<file path="src/hw/uefp_pkg.sv">
// Package for the endpoint FIFO block: register map, size codes, state record.
// Assumes a 32-bit AXI4-Lite master and a single 40 MHz clock domain.
package uefp_pkg;

  localparam int unsigned      NUM_FIFO       = 4;
  localparam int unsigned      MEM_BYTES      = 64;
  localparam logic [5:0]       PART_BYTES     = 6'h10;
  localparam logic [5:0]       WIDE_BYTES     = 6'h20;

  // Register byte offsets on the bus.
  localparam logic [7:0]       OFS_SIZE_CFG   = 8'h00;
  localparam logic [7:0]       OFS_EP0_IN     = 8'h04;
  localparam logic [7:0]       OFS_EP0_OUT    = 8'h08;
  localparam logic [7:0]       OFS_EP1_IN     = 8'h0C;
  localparam logic [7:0]       OFS_EP2_DATA   = 8'h10;
  localparam logic [7:0]       OFS_TX_ENABLE  = 8'h14;
  localparam logic [7:0]       OFS_DIRECTION  = 8'h18;
  localparam logic [7:0]       OFS_SOFT_RESET = 8'h1C;
  localparam logic [7:0]       OFS_STATUS     = 8'h20;

  // Size code field and values.
  localparam int unsigned      EP1_SZ_LSB     = 4;
  localparam int unsigned      EP2_SZ_LSB     = 0;
  localparam logic [3:0]       SZ_ZERO        = 4'h0;
  localparam logic [3:0]       SZ_16          = 4'h4;
  localparam logic [3:0]       SZ_32          = 4'h5;
  localparam logic [7:0]       SIZE_CFG_RST   = 8'h44;

  // Transmit enable bits, direction register layout.
  localparam int unsigned      TE_EP0_BIT     = 1;
  localparam int unsigned      TE_EP1_BIT     = 2;
  localparam int unsigned      TE_EP2_BIT     = 3;
  localparam int unsigned      EP2_DIR_BIT    = 3;
  localparam logic [7:0]       DIR_FIXED_ONES = 8'hF4;
  localparam logic             EP2_DIR_RST    = 1'b1;
  localparam int unsigned      SOFT_RST_BIT   = 0;

  // Status register fields.
  localparam int unsigned      ST_EP0_LSB     = 0;
  localparam int unsigned      ST_EP2_LSB     = 8;

  localparam logic [1:0]       RESP_OKAY      = 2'h0;
  localparam logic [1:0]       RESP_DECERR    = 2'h3;

  typedef struct packed {
    logic [63:0][7:0] mem;
    logic [3:0][5:0]  wp;
    logic [3:0][5:0]  wc;
    logic [3:0][5:0]  rp;
    logic [3:0][5:0]  rc;
    logic [7:0]       size_cfg;
    logic             ep2_dir;
    logic             awrdy;
    logic             bvld;
    logic [1:0]       bresp;
    logic             arrdy;
    logic             rvld;
    logic [1:0]       rresp;
    logic [31:0]      rdata;
    logic [7:0]       eng_data;
    logic             eng_dv;
    logic [3:0]       in_rdy;
    logic [3:0]       out_room;
  } uefp_state_t;

  localparam uefp_state_t STATE_RST = '{
    mem: '0, wp: '0, wc: '0, rp: '0, rc: '0,
    size_cfg: SIZE_CFG_RST, ep2_dir: EP2_DIR_RST,
    awrdy: 1'b0, bvld: 1'b0, bresp: 2'h0, arrdy: 1'b0, rvld: 1'b0, rresp: 2'h0,
    rdata: 32'h00000000, eng_data: 8'h00, eng_dv: 1'b0, in_rdy: 4'h0, out_room: 4'h0
  };

endpackage : uefp_pkg

</file>
<file path="src/hw/uefp_top.sv">
// Endpoint FIFO block: 64-byte store split per endpoint, CPU data ports over
// AXI4-Lite and a byte port towards the USB function engine.
// Assumes the engine drives its strobes synchronous to REF_CLK, one at a time per side.
//
// Behaviour
// - 64 bytes as four 16-byte FIFOs.
// - Endpoint 1 may take 32 bytes.
// - Packet limit is half the FIFO.
// - Endpoint 0 FIFOs fixed at 16 bytes.
// - Size register: EP1 high, EP2 low nibble.
// - Only codes zero, sixteen, thirty-two accepted.
// - Size register resets to 44 hex.
// - EP0 IN and EP1 ports write-only.
// - EP0 OUT port read-only, writes ignored.
// - EP2 port direction follows direction bit.
// - IN bytes valid after transmit enable.
// - OUT bytes valid after ACK.
// - OUT bytes read in arrival order.
// - Data ports read zero after reset.
// - Transmit enable write-one, reads zero.
// - Transfer error rewinds the FIFO.
// - EP2 direction: zero out, one in.
//
// Our own choices: the AXI4-Lite slave port and the address map.
`timescale 1ns/1ps
`default_nettype none

module uefp_top (
  input  wire logic        REF_CLK,
  input  wire logic        RST,
  input  wire logic [7:0]  S_AXI_AWADDR,
  input  wire logic        S_AXI_AWVALID,
  output logic             S_AXI_AWREADY,
  input  wire logic [31:0] S_AXI_WDATA,
  input  wire logic [3:0]  S_AXI_WSTRB,
  input  wire logic        S_AXI_WVALID,
  output logic             S_AXI_WREADY,
  output logic [1:0]       S_AXI_BRESP,
  output logic             S_AXI_BVALID,
  input  wire logic        S_AXI_BREADY,
  input  wire logic [7:0]  S_AXI_ARADDR,
  input  wire logic        S_AXI_ARVALID,
  output logic             S_AXI_ARREADY,
  output logic [31:0]      S_AXI_RDATA,
  output logic [1:0]       S_AXI_RRESP,
  output logic             S_AXI_RVALID,
  input  wire logic        S_AXI_RREADY,
  input  wire logic [1:0]  ENG_RD_EP,
  input  wire logic        ENG_RD,
  input  wire logic        ENG_IN_ACK,
  input  wire logic        ENG_IN_ERR,
  output logic [7:0]       ENG_RD_DATA,
  output logic             ENG_RD_VALID,
  input  wire logic [1:0]  ENG_WR_EP,
  input  wire logic        ENG_WR,
  input  wire logic [7:0]  ENG_WR_DATA,
  input  wire logic        ENG_OUT_ACK,
  input  wire logic        ENG_OUT_ERR,
  output logic [3:0]       ENG_IN_READY,
  output logic [3:0]       ENG_OUT_ROOM
);

  uefp_pkg::uefp_state_t st_reg;
  uefp_pkg::uefp_state_t st_next;

  ////////////////////////////////////////////////////////////////////////////////
  // Partition geometry.

  function automatic logic [5:0] fifo_size(input logic [7:0] cfg, input logic [1:0] i);
    logic [5:0] sz;
    sz = uefp_pkg::PART_BYTES;
    if (i == 2'h2 && cfg[uefp_pkg::EP1_SZ_LSB +: 4] == uefp_pkg::SZ_32) begin
      sz = uefp_pkg::WIDE_BYTES;
    end
    if (i == 2'h3 && cfg[uefp_pkg::EP2_SZ_LSB +: 4] == uefp_pkg::SZ_ZERO) begin
      sz = 6'h00;
    end
    return sz;
  endfunction : fifo_size

  function automatic logic is_out(input logic dir, input logic [1:0] i);
    return (i == 2'h1) || (i == 2'h3 && !dir);
  endfunction : is_out

  // Endpoint 2 storage sits directly above a 16-byte endpoint 1, so a 32-byte
  // endpoint 1 simply grows into it.
  function automatic logic [5:0] byte_addr(input logic [7:0] cfg, input logic [1:0] i,
                                           input logic [5:0] pos);
    logic [5:0] msk;
    msk = fifo_size(cfg, i) - 6'h01;
    return {i, 4'h0} + (pos & msk);
  endfunction : byte_addr

  function automatic logic size_legal(input logic [7:0] cfg);
    logic [3:0] e1;
    logic [3:0] e2;
    e1 = cfg[uefp_pkg::EP1_SZ_LSB +: 4];
    e2 = cfg[uefp_pkg::EP2_SZ_LSB +: 4];
    return (e1 == uefp_pkg::SZ_16 && (e2 == uefp_pkg::SZ_16 || e2 == uefp_pkg::SZ_ZERO))
        || (e1 == uefp_pkg::SZ_32 && e2 == uefp_pkg::SZ_ZERO);
  endfunction : size_legal

  ////////////////////////////////////////////////////////////////////////////////
  // Next state.

  always_comb begin
    logic [1:0]  ep;
    logic [5:0]  sz;
    logic [5:0]  ad;
    logic [7:0]  wbyte;
    logic [31:0] rd;
    logic        hit;
    logic [7:0]  dirv;
    st_next = st_reg;
    ep      = 2'h0;
    sz      = 6'h00;
    ad      = 6'h00;
    wbyte   = S_AXI_WDATA[7:0];
    rd      = 32'h00000000;
    hit     = 1'b1;
    dirv    = uefp_pkg::DIR_FIXED_ONES;
    st_next.eng_dv = 1'b0;

    // Engine writes OUT data; it stays invisible to the CPU until the ACK.
    ep = ENG_WR_EP;
    sz = fifo_size(st_reg.size_cfg, ep);
    if (ENG_WR && is_out(st_reg.ep2_dir, ep) && (st_reg.wp[ep] - st_reg.rc[ep]) < sz
        && (st_reg.wp[ep] - st_reg.wc[ep]) < (sz >> 1)) begin
      ad = byte_addr(st_reg.size_cfg, ep, st_reg.wp[ep]);
      st_next.mem[ad] = ENG_WR_DATA;
      st_next.wp[ep]  = st_reg.wp[ep] + 6'h01;
    end
    if (ENG_OUT_ERR) begin
      st_next.wp[ep] = st_reg.wc[ep];
    end else if (ENG_OUT_ACK) begin
      st_next.wc[ep] = st_next.wp[ep];
    end

    // Engine reads committed IN data; the ACK frees it, an error replays it.
    ep = ENG_RD_EP;
    sz = fifo_size(st_reg.size_cfg, ep);
    if (ENG_RD && !is_out(st_reg.ep2_dir, ep) && st_reg.rp[ep] != st_reg.wc[ep]
        && (st_reg.rp[ep] - st_reg.rc[ep]) < (sz >> 1)) begin
      ad = byte_addr(st_reg.size_cfg, ep, st_reg.rp[ep]);
      st_next.eng_data = st_reg.mem[ad];
      st_next.eng_dv   = 1'b1;
      st_next.rp[ep]   = st_reg.rp[ep] + 6'h01;
    end
    if (ENG_IN_ERR) begin
      st_next.rp[ep] = st_reg.rc[ep];
    end else if (ENG_IN_ACK) begin
      st_next.rc[ep] = st_next.rp[ep];
    end

    // Bus write: both channels are taken together in one cycle.
    if (st_reg.bvld && S_AXI_BREADY) begin
      st_next.bvld = 1'b0;
    end
    st_next.awrdy = 1'b0;
    if (st_reg.awrdy) begin
      st_next.bvld  = 1'b1;
      st_next.bresp = uefp_pkg::RESP_OKAY;
      ep = S_AXI_AWADDR[3:2] - 2'h1;
      unique case (S_AXI_AWADDR)
        uefp_pkg::OFS_SIZE_CFG: begin
          if (S_AXI_WSTRB[0] && size_legal(wbyte) && wbyte != st_reg.size_cfg) begin
            st_next.size_cfg = wbyte;
            for (int k = 2; k < 4; k++) begin
              st_next.wp[k] = 6'h00;
              st_next.wc[k] = 6'h00;
              st_next.rp[k] = 6'h00;
              st_next.rc[k] = 6'h00;
            end
          end
        end
        uefp_pkg::OFS_EP0_IN, uefp_pkg::OFS_EP0_OUT, uefp_pkg::OFS_EP1_IN,
        uefp_pkg::OFS_EP2_DATA: begin
          sz = fifo_size(st_reg.size_cfg, ep);
          // Writes to a port in its read direction are dropped.
          if (S_AXI_WSTRB[0] && !is_out(st_reg.ep2_dir, ep)
              && (st_reg.wp[ep] - st_reg.rc[ep]) < sz) begin
            ad = byte_addr(st_reg.size_cfg, ep, st_reg.wp[ep]);
            st_next.mem[ad] = wbyte;
            st_next.wp[ep]  = st_reg.wp[ep] + 6'h01;
          end
        end
        uefp_pkg::OFS_TX_ENABLE: begin
          if (S_AXI_WSTRB[0] && wbyte[uefp_pkg::TE_EP0_BIT]) begin
            st_next.wc[0] = st_reg.wp[0];
          end
          if (S_AXI_WSTRB[0] && wbyte[uefp_pkg::TE_EP1_BIT]) begin
            st_next.wc[2] = st_reg.wp[2];
          end
          if (S_AXI_WSTRB[0] && wbyte[uefp_pkg::TE_EP2_BIT] && st_reg.ep2_dir) begin
            st_next.wc[3] = st_reg.wp[3];
          end
        end
        uefp_pkg::OFS_DIRECTION: begin
          if (S_AXI_WSTRB[0] && wbyte[uefp_pkg::EP2_DIR_BIT] != st_reg.ep2_dir) begin
            st_next.ep2_dir = wbyte[uefp_pkg::EP2_DIR_BIT];
            st_next.wp[3] = 6'h00;
            st_next.wc[3] = 6'h00;
            st_next.rp[3] = 6'h00;
            st_next.rc[3] = 6'h00;
          end
        end
        uefp_pkg::OFS_SOFT_RESET: begin
          if (S_AXI_WSTRB[0] && wbyte[uefp_pkg::SOFT_RST_BIT]) begin
            st_next.mem      = '0;
            st_next.wp       = '0;
            st_next.wc       = '0;
            st_next.rp       = '0;
            st_next.rc       = '0;
            st_next.size_cfg = uefp_pkg::SIZE_CFG_RST;
            st_next.ep2_dir  = uefp_pkg::EP2_DIR_RST;
          end
        end
        default: begin
          st_next.bresp = uefp_pkg::RESP_DECERR;
        end
      endcase
    end else if (!st_reg.bvld && S_AXI_AWVALID && S_AXI_WVALID) begin
      st_next.awrdy = 1'b1;
    end

    // Bus read.
    if (st_reg.rvld && S_AXI_RREADY) begin
      st_next.rvld = 1'b0;
    end
    st_next.arrdy = 1'b0;
    if (st_reg.arrdy) begin
      st_next.rvld  = 1'b1;
      st_next.rresp = uefp_pkg::RESP_OKAY;
      ep = S_AXI_ARADDR[3:2] - 2'h1;
      unique case (S_AXI_ARADDR)
        uefp_pkg::OFS_SIZE_CFG: begin
          rd[7:0] = st_reg.size_cfg;
        end
        uefp_pkg::OFS_EP0_IN, uefp_pkg::OFS_EP0_OUT, uefp_pkg::OFS_EP1_IN,
        uefp_pkg::OFS_EP2_DATA: begin
          // Write-direction ports and empty ports read zero.
          if (is_out(st_reg.ep2_dir, ep) && st_reg.rp[ep] != st_reg.wc[ep]) begin
            ad = byte_addr(st_reg.size_cfg, ep, st_reg.rp[ep]);
            rd[7:0] = st_reg.mem[ad];
            st_next.rp[ep] = st_reg.rp[ep] + 6'h01;
            st_next.rc[ep] = st_reg.rp[ep] + 6'h01;
          end
        end
        uefp_pkg::OFS_TX_ENABLE, uefp_pkg::OFS_SOFT_RESET: begin
          rd = 32'h00000000;
        end
        uefp_pkg::OFS_DIRECTION: begin
          dirv[uefp_pkg::EP2_DIR_BIT] = st_reg.ep2_dir;
          rd[7:0] = dirv;
        end
        uefp_pkg::OFS_STATUS: begin
          rd[uefp_pkg::ST_EP0_LSB +: 6] = st_reg.wc[1] - st_reg.rp[1];
          rd[uefp_pkg::ST_EP2_LSB +: 6] = is_out(st_reg.ep2_dir, 2'h3)
                                        ? (st_reg.wc[3] - st_reg.rp[3]) : 6'h00;
        end
        default: begin
          hit = 1'b0;
        end
      endcase
      st_next.rdata = rd;
      if (!hit) begin
        st_next.rresp = uefp_pkg::RESP_DECERR;
      end
    end else if (!st_reg.rvld && S_AXI_ARVALID) begin
      st_next.arrdy = 1'b1;
    end

    // Engine-facing flags, taken from the settled next pointers.
    for (int k = 0; k < 4; k++) begin
      ep = 2'(k);
      sz = fifo_size(st_next.size_cfg, ep);
      st_next.in_rdy[k]   = !is_out(st_next.ep2_dir, ep) && st_next.rp[k] != st_next.wc[k];
      st_next.out_room[k] = is_out(st_next.ep2_dir, ep)
                            && (st_next.wp[k] - st_next.rc[k]) < sz;
    end
  end

  ////////////////////////////////////////////////////////////////////////////////
  // State register.

  always_ff @(posedge REF_CLK or posedge RST) begin
    if (RST) begin
      st_reg <= uefp_pkg::STATE_RST;
    end else begin
      st_reg <= st_next;
    end
  end

  assign S_AXI_AWREADY = st_reg.awrdy;
  assign S_AXI_WREADY  = st_reg.awrdy;
  assign S_AXI_BVALID  = st_reg.bvld;
  assign S_AXI_BRESP   = st_reg.bresp;
  assign S_AXI_ARREADY = st_reg.arrdy;
  assign S_AXI_RVALID  = st_reg.rvld;
  assign S_AXI_RRESP   = st_reg.rresp;
  assign S_AXI_RDATA   = st_reg.rdata;
  assign ENG_RD_DATA   = st_reg.eng_data;
  assign ENG_RD_VALID  = st_reg.eng_dv;
  assign ENG_IN_READY  = st_reg.in_rdy;
  assign ENG_OUT_ROOM  = st_reg.out_room;

endmodule : uefp_top

`default_nettype wire

</file>
<file path="config.mk">
export PLATFORM = sky130hd
export DESIGN_NAME = uefp_top
export DESIGN_NICKNAME = d
export VERILOG_FILES = /design/src/hw/uefp_pkg.sv /design/src/hw/uefp_top.sv
export SDC_FILE = /design/constraint.sdc
export NUM_CORES = 2
export LEC_CHECK = 0
export ABC_CLOCK_PERIOD_IN_PS = 63700
export BUFFER_PORTS_ARGS = -buffer_cell sky130_fd_sc_hd__buf_2
export CAP_MARGIN = 20
export CORE_AREA = 2 2 356 358
export CTS_CLUSTER_SIZE = 12
export DETAILED_ROUTE_END_ITERATION = 8
export DIE_AREA = 0 0 358 360
export PLACE_DENSITY = 0.55
export RECOVER_POWER = 50
export SLEW_MARGIN = 20
export SYNTH_ARGS = -nofsm -noshare
export SYNTH_HDL_FRONTEND = slang
export SYNTH_SLANG_ARGS = --single-unit
</file>
<file path="constraint.sdc">
create_clock -name REF_CLK -period 63.7 [get_ports REF_CLK]
set_clock_uncertainty 0.15 [all_clocks]
set_input_delay 9.555 -clock REF_CLK [delete_from_list [all_inputs] [get_ports REF_CLK]]
set_output_delay 9.555 -clock REF_CLK [all_outputs]
set_load 0.02 [all_outputs]
</file>
==> summary.txt <==
Status
  • Outcome: complete, but fails checks
  • Failing checks: capacitance limit, slew limit

Global route
  • Antenna violations before repair: 17
  • Vias in the first global route: around 35000
  • Total track usage: a little over a quarter
  • Overflow after GRT: 0
  • Largest net degree at the start of global routing: a little over 90
  • First-pass GRT wire length: between 200 and 300 mm

Setup path
  • Bufs and invs on worst path: 5
  • CP Capture Type: asynchronous set/reset pin
  • Req. time, crit path: around 64 ns
  • CP max stage cell: clkbuf_1
  • CP top delay family: buffers and inverters
  • Slowest stage delay, CP: between 2 and 3 ns
  • CP Cell Sequence: buf_2 > clkinvlp_2 > clkbuf_1 > clkbuf_1 > clkbuf_1
  • Startpoint Class: input pin
  • Setup CP Type: in2async
  • Crit path launch: RST
  • Crit path top cell by count: clkbuf_1
  • R2R Path Start: st_reg[109]
  • Setup slack, reg-to-reg: approximately 56 ns
  • CP Max Fanout: 80
  • Crit path DAT: slightly below 20 ns

Finish
  • Most frequent cells in the layout: dfrtp_1 (648), mux2i_1 (555), o22ai_1 (497), nand2_1 (363), mux4_2 (356)
  • Max FFs per register: 617
  • Filler instances: 12200
  • Commonest non-fill, non-tap cell in the layout: dfrtp_1
  • Layout cell share with drive strength beyond 1: a little under a fifth
  • Post-layout net count: about 4000
  • Final core occ: about two fifths
  • Area delta synth->final: 10.2%

Yosys
  • Main synth FF type: dfrtp_1
  • Synth area leaders: dfrtp_1 (37%), mux4_2 (19%), mux2i_1 (13%)
  • Post-synth EDFFs: 0
  • Syn. warnings: 0
  • Top-area cell type share of the netlist area: around 37%
  • Register area share after synthesis: between 30 and 40%
  • Cell Area, Synth: 43600 µm²
  • Post-Synthesis Mean Instance Area: 11.1 µm²
  • Synth unique cells: between 80 and 90
  • Share of flip-flops with an asynchronous set or reset: 100%
  • Post-Synthesis Cells: slightly below 4000
  • Synthesis-stage register bit count: 651
  • Area leader, netlist: dfrtp_1

Place
  • Port bufs: 86
  • Hpwl dp: roughly 120 mm
  • Routability congestion estimate: ~0.98

Clocking
  • TritonCTS clock tree: yes
  • Post-CTS Resized: 0
  • Clock root cell: clkbuf_16
  • Inserted Clock Buffers: 79
  • Post-CTS setup buffers: 0
  • Hold Buf Count CTS: 0
  • CTS Buffer Depth: 3
  • Clk pin slew, worst setup/hold paths: 0.06 ns
  • # clock sinks: ~650
  • Clk Latency, worst-skew pair: 0.69 ns
  • CTS H-Tree Depth: 3

Timing
  • Setup violators final: 0
  • Hold violation count in the final report: 0
  • Max_slew headroom: -193%
  • Final Critical Period: 19.97 ns
  • Final setup TNS: 0 ns
  • Final period utilization: a little under a third
  • RSZ-0062 raised after global routing: no
  • Max-slew violations: approximately 730
  • Fmax: between 0.05 and 0.06 GHz
  • Worst-Margin Slew: between 4 and 5 ns
  • Hold Worst Slack: 0.302 ns

Power and ir drop
  • Power Total: around 1.6 mW
  • Power Density: 32.5 nW/µm²
  • P_leak: roughly 22 nW
  • Worst vdd ir: approximately 0.021 mV

Floorplanning
  • Area of the core: 125000 µm²
  • DIE AREA: 129000 µm²
  • Row cnt: between 100 and 150
  • Die height: 360 µm
  • Starting density of the core: 34.9%
  • # IOs: between 100 and 150
  • Die width: 358 µm

Detailed routing
  • Drc violations: 0
  • Drt first pass iters: 8
  • Vias post-DR: around 36000
  • Routed wire length: approximately 170 mm
  • Drt initial violations: 4807
  • Wire per inst: about 31 µm
  • DR vias/cell: 6.48
  • Antenna-violating nets left: 0

Flow run
  • MaxCap Viol Count: 13

Min path
  • Hold_sp: S_AXI_BVALID
  • HP Class: reg2reg
## worst register-to-register path: stages (launching register included)
cell	delay, ns
dfrtp_1	0.46
mux4_4	1.03
ha_1	0.46
nand2_1	0.05
o21ai_1	0.40
a21oi_1	0.17
xnor2_1	0.15
ha_1	0.20
nand2b_1	0.17
a21oi_1	0.13
o21ai_0	0.20
a31oi_1	0.59
nand2_1	0.17
inv_2	0.37
nor2_1	0.07
o311ai_0	0.27
o21ai_1	0.23
a211o_1	0.34
and2_1	0.22
ha_1	0.36
a21o_1	0.19
a2111oi_0	0.57
nand2_1	0.11
o2bb2ai_1	0.14
mux2i_1	0.17
## path summary, 6_finish.rpt
| path | depth (start not counted) | end |
|---|---|---|
| max | 5 | st_reg[330] |
| min in group asynchronous | 2 | S_AXI_AWREADY |
| min | 1 | S_AXI_AWREADY |
| max reg2reg | 24 | ENG_OUT_ROOM[3] |
| max in group REF_CLK | 20 | st_reg[337] |
| min reg2reg | 1 | S_AXI_AWREADY |
## cells in the mapped netlist, types with 5 or more instances
library cell  count
dfrtp_1         648
or4_1             8
or3_1             7
buf_2            25
a211oi_1         37
ha_1             58
nand4_1          11
nor3b_1           7
and2_1           29
o21ai_1           7
nand2_1         371
a22oi_1           6
nor4_1            7
buf_1            44
nor2b_1          50
o31ai_1          18
mux2i_1         555
a22o_1           14
nor2_1          101
xnor2_1          51
xor2_1           37
o211ai_1         13
a221oi_1          8
buf_4            53
a21oi_1         189
a21o_1           15
a31oi_1           9
or2_2             5
nand3_1          66
clkbuf_1        230
mux2_2           39
o21ai_0         106
a221o_1           5
o21a_1            8
a211o_1           7
and3_1           17
nand2b_1         25
nor3_1           22
nor2_2            6
inv_1            83
o22ai_1         497
mux4_2          360
## final cells by class
cell class                 instances  area (µm²)  area share, %
antenna                            7        17.5         0.0365
clock buffer                     116        2370           4.93
clock inverter                    26         357          0.743
inverter                          85         323          0.672
multi-input combinational       2867       25600           53.3
sequential                       651       16300           33.9
tap                             1650        2060           4.30
timing repair buffer             169         977           2.04
## routing by layer
metal	track usage, %	routed length [µm]	vias up
met1	36.9	71700	18600
met3	6.45	16600	404
met4	12.1	9030	10
met2	39.8	77600	2122
li1	-	-	15000
met5	0	66	-
## through the flow
stage	area, µm²	cells	worst slack (ns)
after floorplan	43700	3956	35.76
after global placement	45300	5422	46.58
after detailed placement	45400	5422	46.52
after CTS	48100	5564	47.21
after global routing	48000	5566	41.73
final	48000	5571	43.73
## power by group
part | switching (mW) | total [mW] | internal (mW)
logic | 0.359 | 0.572 | 0.213
clock network | 0.196 | 0.485 | 0.290
registers | 0.0481 | 0.502 | 0.454
total | 0.603 | 1.56 | 0.957
## cell families after synthesis
kind of cell,count (synthesis),share of synthesized area (%)
fa+ha+maj,60,1.76
flops,651,37.4
buf+inv,438,4.32
other cells,1,0.00861
xor+xnor,89,1.81
simple gates,759,8.28
compound gates,983,14.0
mux,955,32.4
Note: power is estimated with default switching activity, not from simulation.
